==> src/rtl/cpu_ctrl_pkg.sv <==
/*
  Constants and types shared by the processor control-input logic.
  Assumes a single processor clock and no software-visible registers.
*/
package cpu_ctrl_pkg;

  // Bus cycle states, wait_state included
  typedef enum logic [2:0] {
    BUS_IDLE,
    BUS_T1,
    BUS_T2,
    BUS_T3,
    BUS_WAIT_STATE,
    BUS_T4
  } bus_st_e;

  // Interrupt sequencer states
  typedef enum logic [1:0] {
    INT_IDLE,
    INT_ACK,
    INT_VEC
  } int_st_e;

  localparam int          SYNC_STAGES       = 2;
  localparam int          CTRL_SYNC_WIDTH   = 4;
  localparam int          RESET_MIN_CYCLES  = 4;
  localparam int          VEC_ADDR_WIDTH    = 20;
  localparam int          VEC_TYPE_WIDTH    = 8;
  localparam logic [7:0]  NMI_TYPE          = 8'h02;
  localparam logic [19:0] VEC_TABLE_BASE    = 20'h00000;
  localparam logic [9:0]  VEC_ADDR_PAD      = 10'h000;
  localparam logic [1:0]  VEC_ENTRY_LSBS    = 2'h0;
  localparam logic [7:0]  TYPE_RESET_VALUE  = 8'h00;

  // Sync vector bit positions
  localparam int          SYNC_BIT_IRQ      = 0;
  localparam int          SYNC_BIT_TEST     = 1;
  localparam int          SYNC_BIT_NMI      = 2;
  localparam int          SYNC_BIT_RESET    = 3;

endpackage : cpu_ctrl_pkg

==> src/rtl/sync_2ff.sv <==
/*
  Two-flip-flop synchroniser for a group of independent level inputs.
  Assumes each bit is a slow level; bits are not coherent with each other.
*/
`timescale 1ns/1ps
module sync_2ff #(
  parameter int WIDTH = 1
) (
  input  wire logic             clk_i,
  input  wire logic             rst_n_i,
  input  wire logic [WIDTH-1:0] d_i,
  output logic      [WIDTH-1:0] q_o
);

  logic [WIDTH-1:0] meta_q;
  logic [WIDTH-1:0] sync_q;

  // First stage feeds only the second stage
  always_ff @(posedge clk_i) begin
    if (!rst_n_i) begin
      meta_q <= '0;
      sync_q <= '0;
    end else begin
      meta_q <= d_i;
      sync_q <= meta_q;
    end
  end

  assign q_o = sync_q;

endmodule : sync_2ff

==> src/rtl/nmi_edge_latch.sv <==
/*
  Rising-edge detector with a sticky pending flag for the non-maskable input.
  Assumes level_i is already synchronised to clk_i.
*/
`timescale 1ns/1ps
module nmi_edge_latch (
  input  wire logic clk_i,
  input  wire logic rst_n_i,
  input  wire logic abort_i,
  input  wire logic level_i,
  input  wire logic clear_i,
  output logic      pending_o
);

  logic prev_q;
  logic pend_q;
  logic pend_d;
  logic rise_w;

  assign rise_w = level_i & ~prev_q;
  // A new edge in the clearing cycle is kept
  assign pend_d = rise_w | (pend_q & ~clear_i);

  always_ff @(posedge clk_i) begin
    if (!rst_n_i) begin
      prev_q <= 1'b0;
      pend_q <= 1'b0;
    end else if (abort_i) begin
      prev_q <= level_i;
      pend_q <= 1'b0;
    end else begin
      prev_q <= level_i;
      pend_q <= pend_d;
    end
  end

  assign pending_o = pend_q;

endmodule : nmi_edge_latch

==> src/rtl/cpu_control_inputs.sv <==
/*
  Control-input logic of the processor: ready/wait states with the read
  strobe, maskable and non-maskable interrupt entry, wait-release test and
  reset. Assumes the core signals instruction boundaries and bus requests,
  and that ready_i arrives already synchronous to clk_i.
*/
`timescale 1ns/1ps
module cpu_control_inputs
  import cpu_ctrl_pkg::*;
(
  input  wire logic                      clk_i,
  input  wire logic                      rst_n_i,
  input  wire logic                      reset_i,
  input  wire logic                      ready_i,
  input  wire logic                      maskable_irq_in_i,
  input  wire logic                      test_i,
  input  wire logic                      nmi_i,
  input  wire logic                      instr_last_i,
  input  wire logic                      int_enable_i,
  input  wire logic                      wait_instr_i,
  input  wire logic                      bus_start_i,
  input  wire logic                      bus_read_i,
  input  wire logic                      bus_released_i,
  input  wire logic                      ack_type_valid_i,
  input  wire logic [VEC_TYPE_WIDTH-1:0] ack_type_i,
  output logic                           rd_strobe_n_o,
  output bus_st_e                        bus_state_o,
  output logic                           irq_ack_o,
  output logic                           vector_fetch_o,
  output logic [VEC_ADDR_WIDTH-1:0]      vector_addr_o,
  output logic [VEC_TYPE_WIDTH-1:0]      vector_type_o,
  output logic                           wait_idle_o,
  output logic                           core_reset_o,
  output logic                           restart_o
);

  ////////////////////////////////////////////////////////////////////////////
  // Input synchronisation

  logic [CTRL_SYNC_WIDTH-1:0] sync_w;
  logic                       irq_sync_w;
  logic                       test_sync_w;
  logic                       nmi_sync_w;
  logic                       rst_sync_w;

  // ready_i is deliberately left out: it must already be clock-synchronous
  sync_2ff #(
    .WIDTH (CTRL_SYNC_WIDTH)
  ) u_sync (
    .clk_i   (clk_i),
    .rst_n_i (rst_n_i),
    .d_i     ({reset_i, nmi_i, test_i, maskable_irq_in_i}),
    .q_o     (sync_w)
  );

  assign irq_sync_w  = sync_w[SYNC_BIT_IRQ];
  assign test_sync_w = sync_w[SYNC_BIT_TEST];
  assign nmi_sync_w  = sync_w[SYNC_BIT_NMI];
  assign rst_sync_w  = sync_w[SYNC_BIT_RESET];

  ////////////////////////////////////////////////////////////////////////////
  // Reset handling

  logic rst_seen_q;
  logic core_reset_q;
  logic restart_q;
  logic restart_d;

  assign restart_d = rst_seen_q & ~rst_sync_w;

  always_ff @(posedge clk_i) begin
    if (!rst_n_i) begin
      rst_seen_q   <= 1'b0;
      core_reset_q <= 1'b0;
      restart_q    <= 1'b0;
    end else begin
      rst_seen_q   <= rst_sync_w;
      core_reset_q <= rst_sync_w;
      restart_q    <= restart_d;
    end
  end

  ////////////////////////////////////////////////////////////////////////////
  // Bus cycle and read strobe

  bus_st_e bus_q;
  bus_st_e bus_d;
  logic    read_q;
  logic    read_d;
  logic    rd_n_q;
  logic    rd_n_d;
  logic    strobe_phase_w;

  always_comb begin
    bus_d = bus_q;
    case (bus_q)
      BUS_IDLE:       bus_d = bus_start_i ? BUS_T1 : BUS_IDLE;
      BUS_T1:         bus_d = BUS_T2;
      BUS_T2:         bus_d = BUS_T3;
      BUS_T3:         bus_d = ready_i ? BUS_T4 : BUS_WAIT_STATE;
      BUS_WAIT_STATE: bus_d = ready_i ? BUS_T4 : BUS_WAIT_STATE;
      BUS_T4:         bus_d = BUS_IDLE;
      default:        bus_d = BUS_IDLE;
    endcase
    if (rst_sync_w) begin
      bus_d = BUS_IDLE;
    end
  end

  assign read_d = (bus_q == BUS_IDLE) ? (bus_start_i & bus_read_i) : read_q;

  // Strobe may only fall in T2 once the local bus is free, then holds low
  assign strobe_phase_w = (bus_d == BUS_T2 && bus_released_i)
                        || bus_d == BUS_T3 || bus_d == BUS_WAIT_STATE;
  assign rd_n_d = ~(read_d & strobe_phase_w & ~rst_sync_w);

  always_ff @(posedge clk_i) begin
    if (!rst_n_i) begin
      bus_q  <= BUS_IDLE;
      read_q <= 1'b0;
      rd_n_q <= 1'b1;
    end else begin
      bus_q  <= bus_d;
      read_q <= read_d;
      rd_n_q <= rd_n_d;
    end
  end

  ////////////////////////////////////////////////////////////////////////////
  // Interrupt entry

  int_st_e                     int_q;
  int_st_e                     int_d;
  logic                        nmi_pend_w;
  logic                        nmi_take_w;
  logic                        irq_take_w;
  logic                        boundary_w;
  logic [VEC_TYPE_WIDTH-1:0]   type_q;
  logic [VEC_TYPE_WIDTH-1:0]   type_d;
  logic [VEC_ADDR_WIDTH-1:0]   addr_d;
  logic [VEC_ADDR_WIDTH-1:0]   addr_q;
  logic                        ack_q;
  logic                        fetch_q;

  nmi_edge_latch u_nmi (
    .clk_i     (clk_i),
    .rst_n_i   (rst_n_i),
    .abort_i   (rst_sync_w),
    .level_i   (nmi_sync_w),
    .clear_i   (nmi_take_w),
    .pending_o (nmi_pend_w)
  );

  assign boundary_w = instr_last_i & (int_q == INT_IDLE) & ~rst_sync_w;
  // Enable flag gates only the maskable path; NMI wins when both are ready
  assign nmi_take_w = boundary_w & nmi_pend_w;
  assign irq_take_w = boundary_w & ~nmi_pend_w & irq_sync_w
                    & int_enable_i;

  always_comb begin
    int_d  = int_q;
    type_d = type_q;
    case (int_q)
      INT_IDLE: begin
        if (nmi_take_w) begin
          int_d  = INT_VEC;
          type_d = NMI_TYPE;
        end else if (irq_take_w) begin
          int_d  = INT_ACK;
        end
      end
      INT_ACK: begin
        if (ack_type_valid_i) begin
          int_d  = INT_VEC;
          type_d = ack_type_i;
        end
      end
      INT_VEC:  int_d = INT_IDLE;
      default:  int_d = INT_IDLE;
    endcase
    if (rst_sync_w) begin
      int_d = INT_IDLE;
    end
  end

  // Each table entry is four bytes
  assign addr_d = VEC_TABLE_BASE | {VEC_ADDR_PAD, type_d, VEC_ENTRY_LSBS};

  always_ff @(posedge clk_i) begin
    if (!rst_n_i) begin
      int_q   <= INT_IDLE;
      type_q  <= TYPE_RESET_VALUE;
      addr_q  <= VEC_TABLE_BASE;
      ack_q   <= 1'b0;
      fetch_q <= 1'b0;
    end else begin
      int_q   <= int_d;
      type_q  <= type_d;
      addr_q  <= addr_d;
      ack_q   <= (int_d == INT_ACK);
      fetch_q <= (int_d == INT_VEC);
    end
  end

  ////////////////////////////////////////////////////////////////////////////
  // Wait-release test

  logic wait_idle_q;

  always_ff @(posedge clk_i) begin
    if (!rst_n_i) begin
      wait_idle_q <= 1'b0;
    end else begin
      wait_idle_q <= wait_instr_i & test_sync_w & ~rst_sync_w;
    end
  end

  ////////////////////////////////////////////////////////////////////////////
  // Outputs

  assign rd_strobe_n_o  = rd_n_q;
  assign bus_state_o    = bus_q;
  assign irq_ack_o      = ack_q;
  assign vector_fetch_o = fetch_q;
  assign vector_addr_o  = addr_q;
  assign vector_type_o  = type_q;
  assign wait_idle_o    = wait_idle_q;
  assign core_reset_o   = core_reset_q;
  assign restart_o      = restart_q;
endmodule : cpu_control_inputs

==> config.mk <==
export PLATFORM = sky130hd
export DESIGN_NAME = cpu_control_inputs
export DESIGN_NICKNAME = d
export VERILOG_FILES = /design/src/rtl/cpu_ctrl_pkg.sv /design/src/rtl/sync_2ff.sv /design/src/rtl/nmi_edge_latch.sv /design/src/rtl/cpu_control_inputs.sv
export SDC_FILE = /design/constraint.sdc
export NUM_CORES = 1
export LEC_CHECK = 0
export BUFFER_PORTS_ARGS = -buffer_cell sky130_fd_sc_hd__buf_2
export CAP_MARGIN = 30
export CORE_MARGIN = 10
export CORE_UTILIZATION = 35
export CTS_CLUSTER_SIZE = 14
export DETAILED_ROUTE_END_ITERATION = 7
export PLACE_DENSITY_LB_ADDON = 0.12
export REMOVE_ABC_BUFFERS = 1
export SLEW_MARGIN = 10
export SYNTH_ARGS = -nofsm -noshare
export SYNTH_HDL_FRONTEND = slang
export SYNTH_SLANG_ARGS = --single-unit
==> constraint.sdc <==
create_clock -name clk_i -period 1.5 [get_ports clk_i]
set_input_delay 0.3 -clock clk_i [delete_from_list [all_inputs] [get_ports clk_i]]
set_output_delay 0.3 -clock clk_i [all_outputs]
set_load 0.005 [all_outputs]
==> results.sh, run 1 <==
export IMPL_worstSetupStartpoint="int_q[0]"
export IMPL_h_tree_depth=2
export IMPL_clockBufferDepth=2
export IMPL_syn_area_um2=1300
export IMPL_antenna_cells=0
export IMPL_cts_setup_buffers=0
export IMPL_via_per_inst=4.56
export IMPL_min_period_over_period_pct=95.8
export IMPL_core_um2=3630
export IMPL_pwr_share_clk_pct=40.0
export IMPL_die_width_um=81.0
export IMPL_outcome="complete, no violations"
export IMPL_synth_avg_cell_area_um2=9.30
export IMPL_area_growth_pct=19.7
export IMPL_maxCapViolCount=0
export IMPL_synth_seq_cells=30
export IMPL_start_util_pct=35.8
export IMPL_setup_viol=0
export IMPL_hold_start="nmi_i"
export IMPL_path_class="register to register"
export IMPL_die_h_um=81.0
export IMPL_cts_resized=0
export IMPL_crit_slowest_cell="or4b_4"
export IMPL_cts_sinks=30
export IMPL_ys_types=29
export IMPL_cts_tree="yes"
export IMPL_fin_setup_tns_ps=0
export IMPL_cpLargestDelayFamily="simple AND/OR/NAND/NOR gates"
export IMPL_io_buffer_count=46
export IMPL_hold_viol=0
export IMPL_nets=200
export IMPL_rows=22
export IMPL_required_ps=1690
export IMPL_insertion_delay_ps=280
export IMPL_final_max_slew_viol_count=0
export IMPL_pwr_share_seq_pct=51.8
export IMPL_whs_ps=226
export IMPL_routed_wl_met3_um=330
export IMPL_root_buffer="clkbuf_8"
export IMPL_comb_power_share_pct=8.2
export IMPL_hp_class="input port to register"
export IMPL_grt_max_degree=19
export IMPL_clk_pin_slew_worst_paths_ps=60
export IMPL_wl_met2_um=1370
export IMPL_p_sw_uw=370
export IMPL_wl_met1_um=1230
export IMPL_path_buf_inv=0
export IMPL_layout_commonest_cell="buf_2"
export IMPL_layout_common_cells="buf_2 (46), dfxtp_1 (30), and2_1 (13), conb_1 (12), nor2_1 (10)"
export IMPL_clock_skew_final_ps=3.59
export IMPL_grt_pass1_vias=1002
export IMPL_drive_above_1_share_pct=32.4
export IMPL_vdd_drop_max_mv=0.537
export IMPL_fillers=382
export IMPL_p_int_uw=1260
export IMPL_vias=1034
export IMPL_end_kind="register"
export IMPL_p_leak_uw=0.000758
export IMPL_rr_startpoint="int_q[0]"
export IMPL_critPathMaxStageDelay_ps=540
export IMPL_ys_seq_area_share_pct=46.1
export IMPL_synth_cells=140
export IMPL_hold_buffers=0
export IMPL_place_gp_congestion=0.668
export IMPL_yosys_warnings=0
export IMPL_wl_um=2970
export IMPL_ant_nets=0
export IMPL_cp_max_fo=2
export IMPL_sw_frac_of_total_pct=22.7
export IMPL_antenna_found_initial=0
export IMPL_ioPinCount=59
export IMPL_numCtsBuffers=5
export IMPL_die_area_um2=6560
export IMPL_rsz0062_at_grt="false"
export IMPL_grt_pass1_wl_um=4620
export IMPL_path_cells="or4b_4 > o32a_1 > nor3_1"
export IMPL_drt_pre_antenna_iters=4
export IMPL_routed_top_layer="met4"
export IMPL_startpoint_type="register"
export IMPL_power_density_nw_per_um2=1050
export IMPL_hpwl_um=2260
export IMPL_period_needed_ps=1440
export IMPL_grt_use_total_pct=9.18
export IMPL_fmax_mhz=696
export IMPL_arrival_ps=1630
export IMPL_drt_iter0_markers=56
export IMPL_wl_per_cell_um=13.1
export IMPL_overflow=0
export IMPL_post_route_drc_count=0
[power groups by stage]
stage	combinational (uW)	sequential (uW)	clock, uW
floorplan	66.4	860	0
global placement	132	861	0
detailed placement	133	862	0
CTS	134	845	678
global route	154	848	709
finish	133	844	652
[cells in the mapped netlist, drive strengths merged]
library cell / instances / area, um2
and4b: 7 / 70.1
nor2b: 5 / 31.3
nor2: 10 / 37.5
inv: 1 / 3.75
a211oi: 7 / 52.6
o31a: 2 / 17.5
or4b: 1 / 13.8
a31oi: 1 / 6.26
and2: 13 / 81.3
o21ai: 7 / 35.0
nand2: 6 / 22.5
a211o: 1 / 8.76
clkbuf: 8 / 30.0
conb: 1 / 3.75
o32a: 1 / 10.0
and3: 1 / 6.26
nand4bb: 1 / 11.3
o32ai: 1 / 8.76
buf: 22 / 166
nor3: 4 / 20.0
nand3b: 1 / 7.51
dfxtp: 30 / 601
o21a: 1 / 7.51
nand2b: 2 / 12.5
xnor2: 1 / 8.76
a32oi: 1 / 8.76
a21oi: 4 / 20.0
[area by class of cell]
class | count | area (um2) | area share (%)
timing repair buffer | 50 | 260 | 16.7
clock buffer | 7 | 86.3 | 5.54
multi-input combinational | 90 | 543 | 34.8
tap | 48 | 60.1 | 3.85
sequential | 30 | 601 | 38.5
clock inverter | 1 | 5.00 | 0.321
inverter | 1 | 3.75 | 0.241
[cell families after synthesis]
family | count (synthesis) | synth area share, %
buffers and inverters | 31 | 15.4
AND/OR/NAND/NOR | 51 | 24.1
AO/OA/AOI/OAI | 26 | 13.4
flip-flops | 30 | 46.1
XOR/XNOR | 1 | 0.673
other | 1 | 0.288
[per-layer routing]
layer | track usage, % | vias up
li1 | - | 520
met4 | 4.67 | 0
met3 | 4.86 | 6
met5 | 0 | -
met2 | 14.7 | 40
met1 | 9.65 | 468
[worst paths after layout]
path | slack, ps | end | depth (start not counted)
hold reg to reg | 430 | u_sync.q_o[3] | 1
setup reg to reg | 60 | int_q[0] | 3
hold / removal | 230 | u_sync.meta_q[2] | 2
setup / recovery | 60 | int_q[0] | 3
[flip-flops by register name, summed over array words and instances, names as in the netlist]
register	flops
bus_state_o	3
int_q	2
vector_fetch_o	1
vector_addr_o	8
u_nmi.prev_q	1
rd_strobe_n_o	1
irq_ack_o	1
u_sync.q_o	4
restart_o	1
wait_idle_o	1
u_nmi.pending_o	1
u_sync.meta_q	4
read_q	1
core_reset_o	1
[metrics by stage]
step | utilization (%) | power, uW | worst slack [ps] | instance area (um2) | instances
after floorplan | - | 927 | 18.9 | 1150 | 121
after detailed placement | 40.4 | 995 | 42.1 | 1470 | 219
after CTS | 42.9 | 1660 | 46.4 | 1560 | 227
after global routing | 42.9 | 1710 | 8.52 | 1560 | 227
final | 42.9 | 1630 | 63.5 | 1560 | 227
after global placement | 40.4 | 993 | 117 | 1470 | 219
(Power assumes the default switching activity.)
==> run 2, diff against run 1 <==
--- a/config.mk
+++ b/config.mk
@@ -8,7 +8,7 @@
 export BUFFER_PORTS_ARGS = -buffer_cell sky130_fd_sc_hd__buf_2
 export CAP_MARGIN = 30
 export CORE_MARGIN = 10
-export CORE_UTILIZATION = 35
+export CORE_UTILIZATION = 40
 export CTS_CLUSTER_SIZE = 14
 export DETAILED_ROUTE_END_ITERATION = 7
 export PLACE_DENSITY_LB_ADDON = 0.12
==> results.sh, run 2 (synthesized netlist as in run 1, its figures left out) <==
export IMPL_outcome="complete, no violations"
export IMPL_overflow=0
export IMPL_dp_cells=215
export IMPL_whs_ps=175
export IMPL_required_ps=1750
export IMPL_end_kind="register"
export IMPL_r2r_end="int_q[0]"
export IMPL_cp_max_fo=2
export IMPL_rsz0062_at_grt="false"
export IMPL_hpwl_um=2290
export IMPL_cp_endpoint="int_q[0]"
export IMPL_ant_nets=0
export IMPL_clockBufferDepth=2
export IMPL_fmax_mhz=697
export IMPL_layout_common_cells="buf_2 (46), dfxtp_1 (30), and2_1 (13), conb_1 (12), nor2_1 (10)"
export IMPL_path_class="register to register"
export IMPL_rows=20
export IMPL_hold_viol=0
export IMPL_min_period_over_period_pct=95.6
export IMPL_final_max_slew_viol_count=0
export IMPL_cts_setup_buffers=0
export IMPL_p_leak_uw=0.000747
export IMPL_antenna_found_initial=0
export IMPL_fillers=312
export IMPL_arrival_ps=1680
export IMPL_largest_reg_flops=8
export IMPL_vias=1022
export IMPL_ioPinCount=59
export IMPL_fin_setup_tns_ps=0
export IMPL_grt_pass1_wl_um=4800
export IMPL_startpoint_type="register"
export IMPL_drt_iter0_markers=73
export IMPL_post_route_drc_count=0
export IMPL_area_growth_pct=17.3
export IMPL_grt_use_total_pct=9.90
export IMPL_layout_commonest_cell="buf_2"
export IMPL_die_area_um2=5940
export IMPL_setup_viol=0
export IMPL_start_util_pct=42.3
export IMPL_grt_max_degree=20
export IMPL_hold_buffers=0
export IMPL_clock_skew_final_ps=7.85
export IMPL_insertion_delay_ps=330
export IMPL_worst_r2r_path_depth=3
export IMPL_finalPower_uw=1480
export IMPL_h_tree_depth=2
export IMPL_rrSetupSlack_ps=70
export IMPL_maxCapViolCount=0
export IMPL_hp_class="input port to register"
export IMPL_die_h_um=77.1
export IMPL_root_buffer="clkbuf_4"
export IMPL_antenna_cells=0
export IMPL_wl_per_cell_um=13.5
export IMPL_core_um2=3080
export IMPL_power_density_nw_per_um2=966
export IMPL_rr_startpoint="int_q[0]"
export IMPL_cts_sinks=30
export IMPL_vdd_drop_max_mv=0.604
export IMPL_place_gp_congestion=0.707
export IMPL_numCtsBuffers=5
export IMPL_nets=200
export IMPL_wl_um=3010
export IMPL_grt_pass1_vias=1000
export IMPL_die_width_um=77.1
export IMPL_final_cells=223
export IMPL_drive_above_1_share_pct=33.0
export IMPL_io_buffer_count=46
export IMPL_cts_resized=0
export IMPL_drt_pre_antenna_iters=4
export IMPL_worstSetupStartpoint="int_q[0]"
export IMPL_via_per_inst=4.58
export IMPL_cts_tree="yes"
export IMPL_clk_pin_slew_worst_paths_ps=90
export IMPL_period_needed_ps=1430
## run 2: layer usage
layer,vias to the layer above,global-route usage [%],routed length [um]
li1,525,-,-
met1,447,12.2,1350
met2,41,13.8,1320
met3,9,5.01,281
met4,0,4.93,61
met5,-,0,0
## run 2: layout make-up
type                       instances  area, um2  share of cell area, %
timing repair buffer              50        260                   17.0
inverter                           1       3.75                  0.246
tap                               44       55.1                   3.60
clock buffer                       7       55.1                   3.60
multi-input combinational         90        548                   35.9
clock inverter                     1       5.00                  0.328
sequential                        30        601                   39.3
## run 2: critical path, stage by stage (launching register included)
cell and delay, ps:
dfxtp_1 320, or4b_4 530, o32a_1 380, nor3_1 130
## run 2: how the worst min path moves through the flow
stage / from / to / slack, ps / depth (start not counted)
2_1_floorplan: u_sync.meta_q[0] / u_sync.q_o[0] / 410 / 1
3_3_place_gp: u_sync.meta_q[2] / u_sync.q_o[2] / 410 / 1
3_5_place_dp: u_sync.meta_q[1] / u_sync.q_o[1] / 420 / 1
4_1_cts: test_i / u_sync.meta_q[1] / 160 / 2
5_1_grt: nmi_i / u_sync.meta_q[2] / 150 / 2
6_report: test_i / u_sync.meta_q[1] / 170 / 2
## run 2: where the power goes
part           internal, uW  switching [uW]  total, uW  leakage, uW
Sequential              821            21.9        843     0.000244
Clock                   227             270        497    0.0000353
Combinational          68.0            67.6        136     0.000468
Total                  1120             360       1480     0.000747
## run 2: per-stage QoR
step / instance area [um2] / setup slack [ps] / utilization (%)
after floorplan: 1150 / 18.9 / -
after global placement: 1460 / 123 / 47.5
after detailed placement: 1460 / 70.3 / 47.5
after CTS: 1520 / 46.2 / 49.5
after global routing: 1530 / 0.386 / 49.6
final: 1530 / 66.3 / 49.6
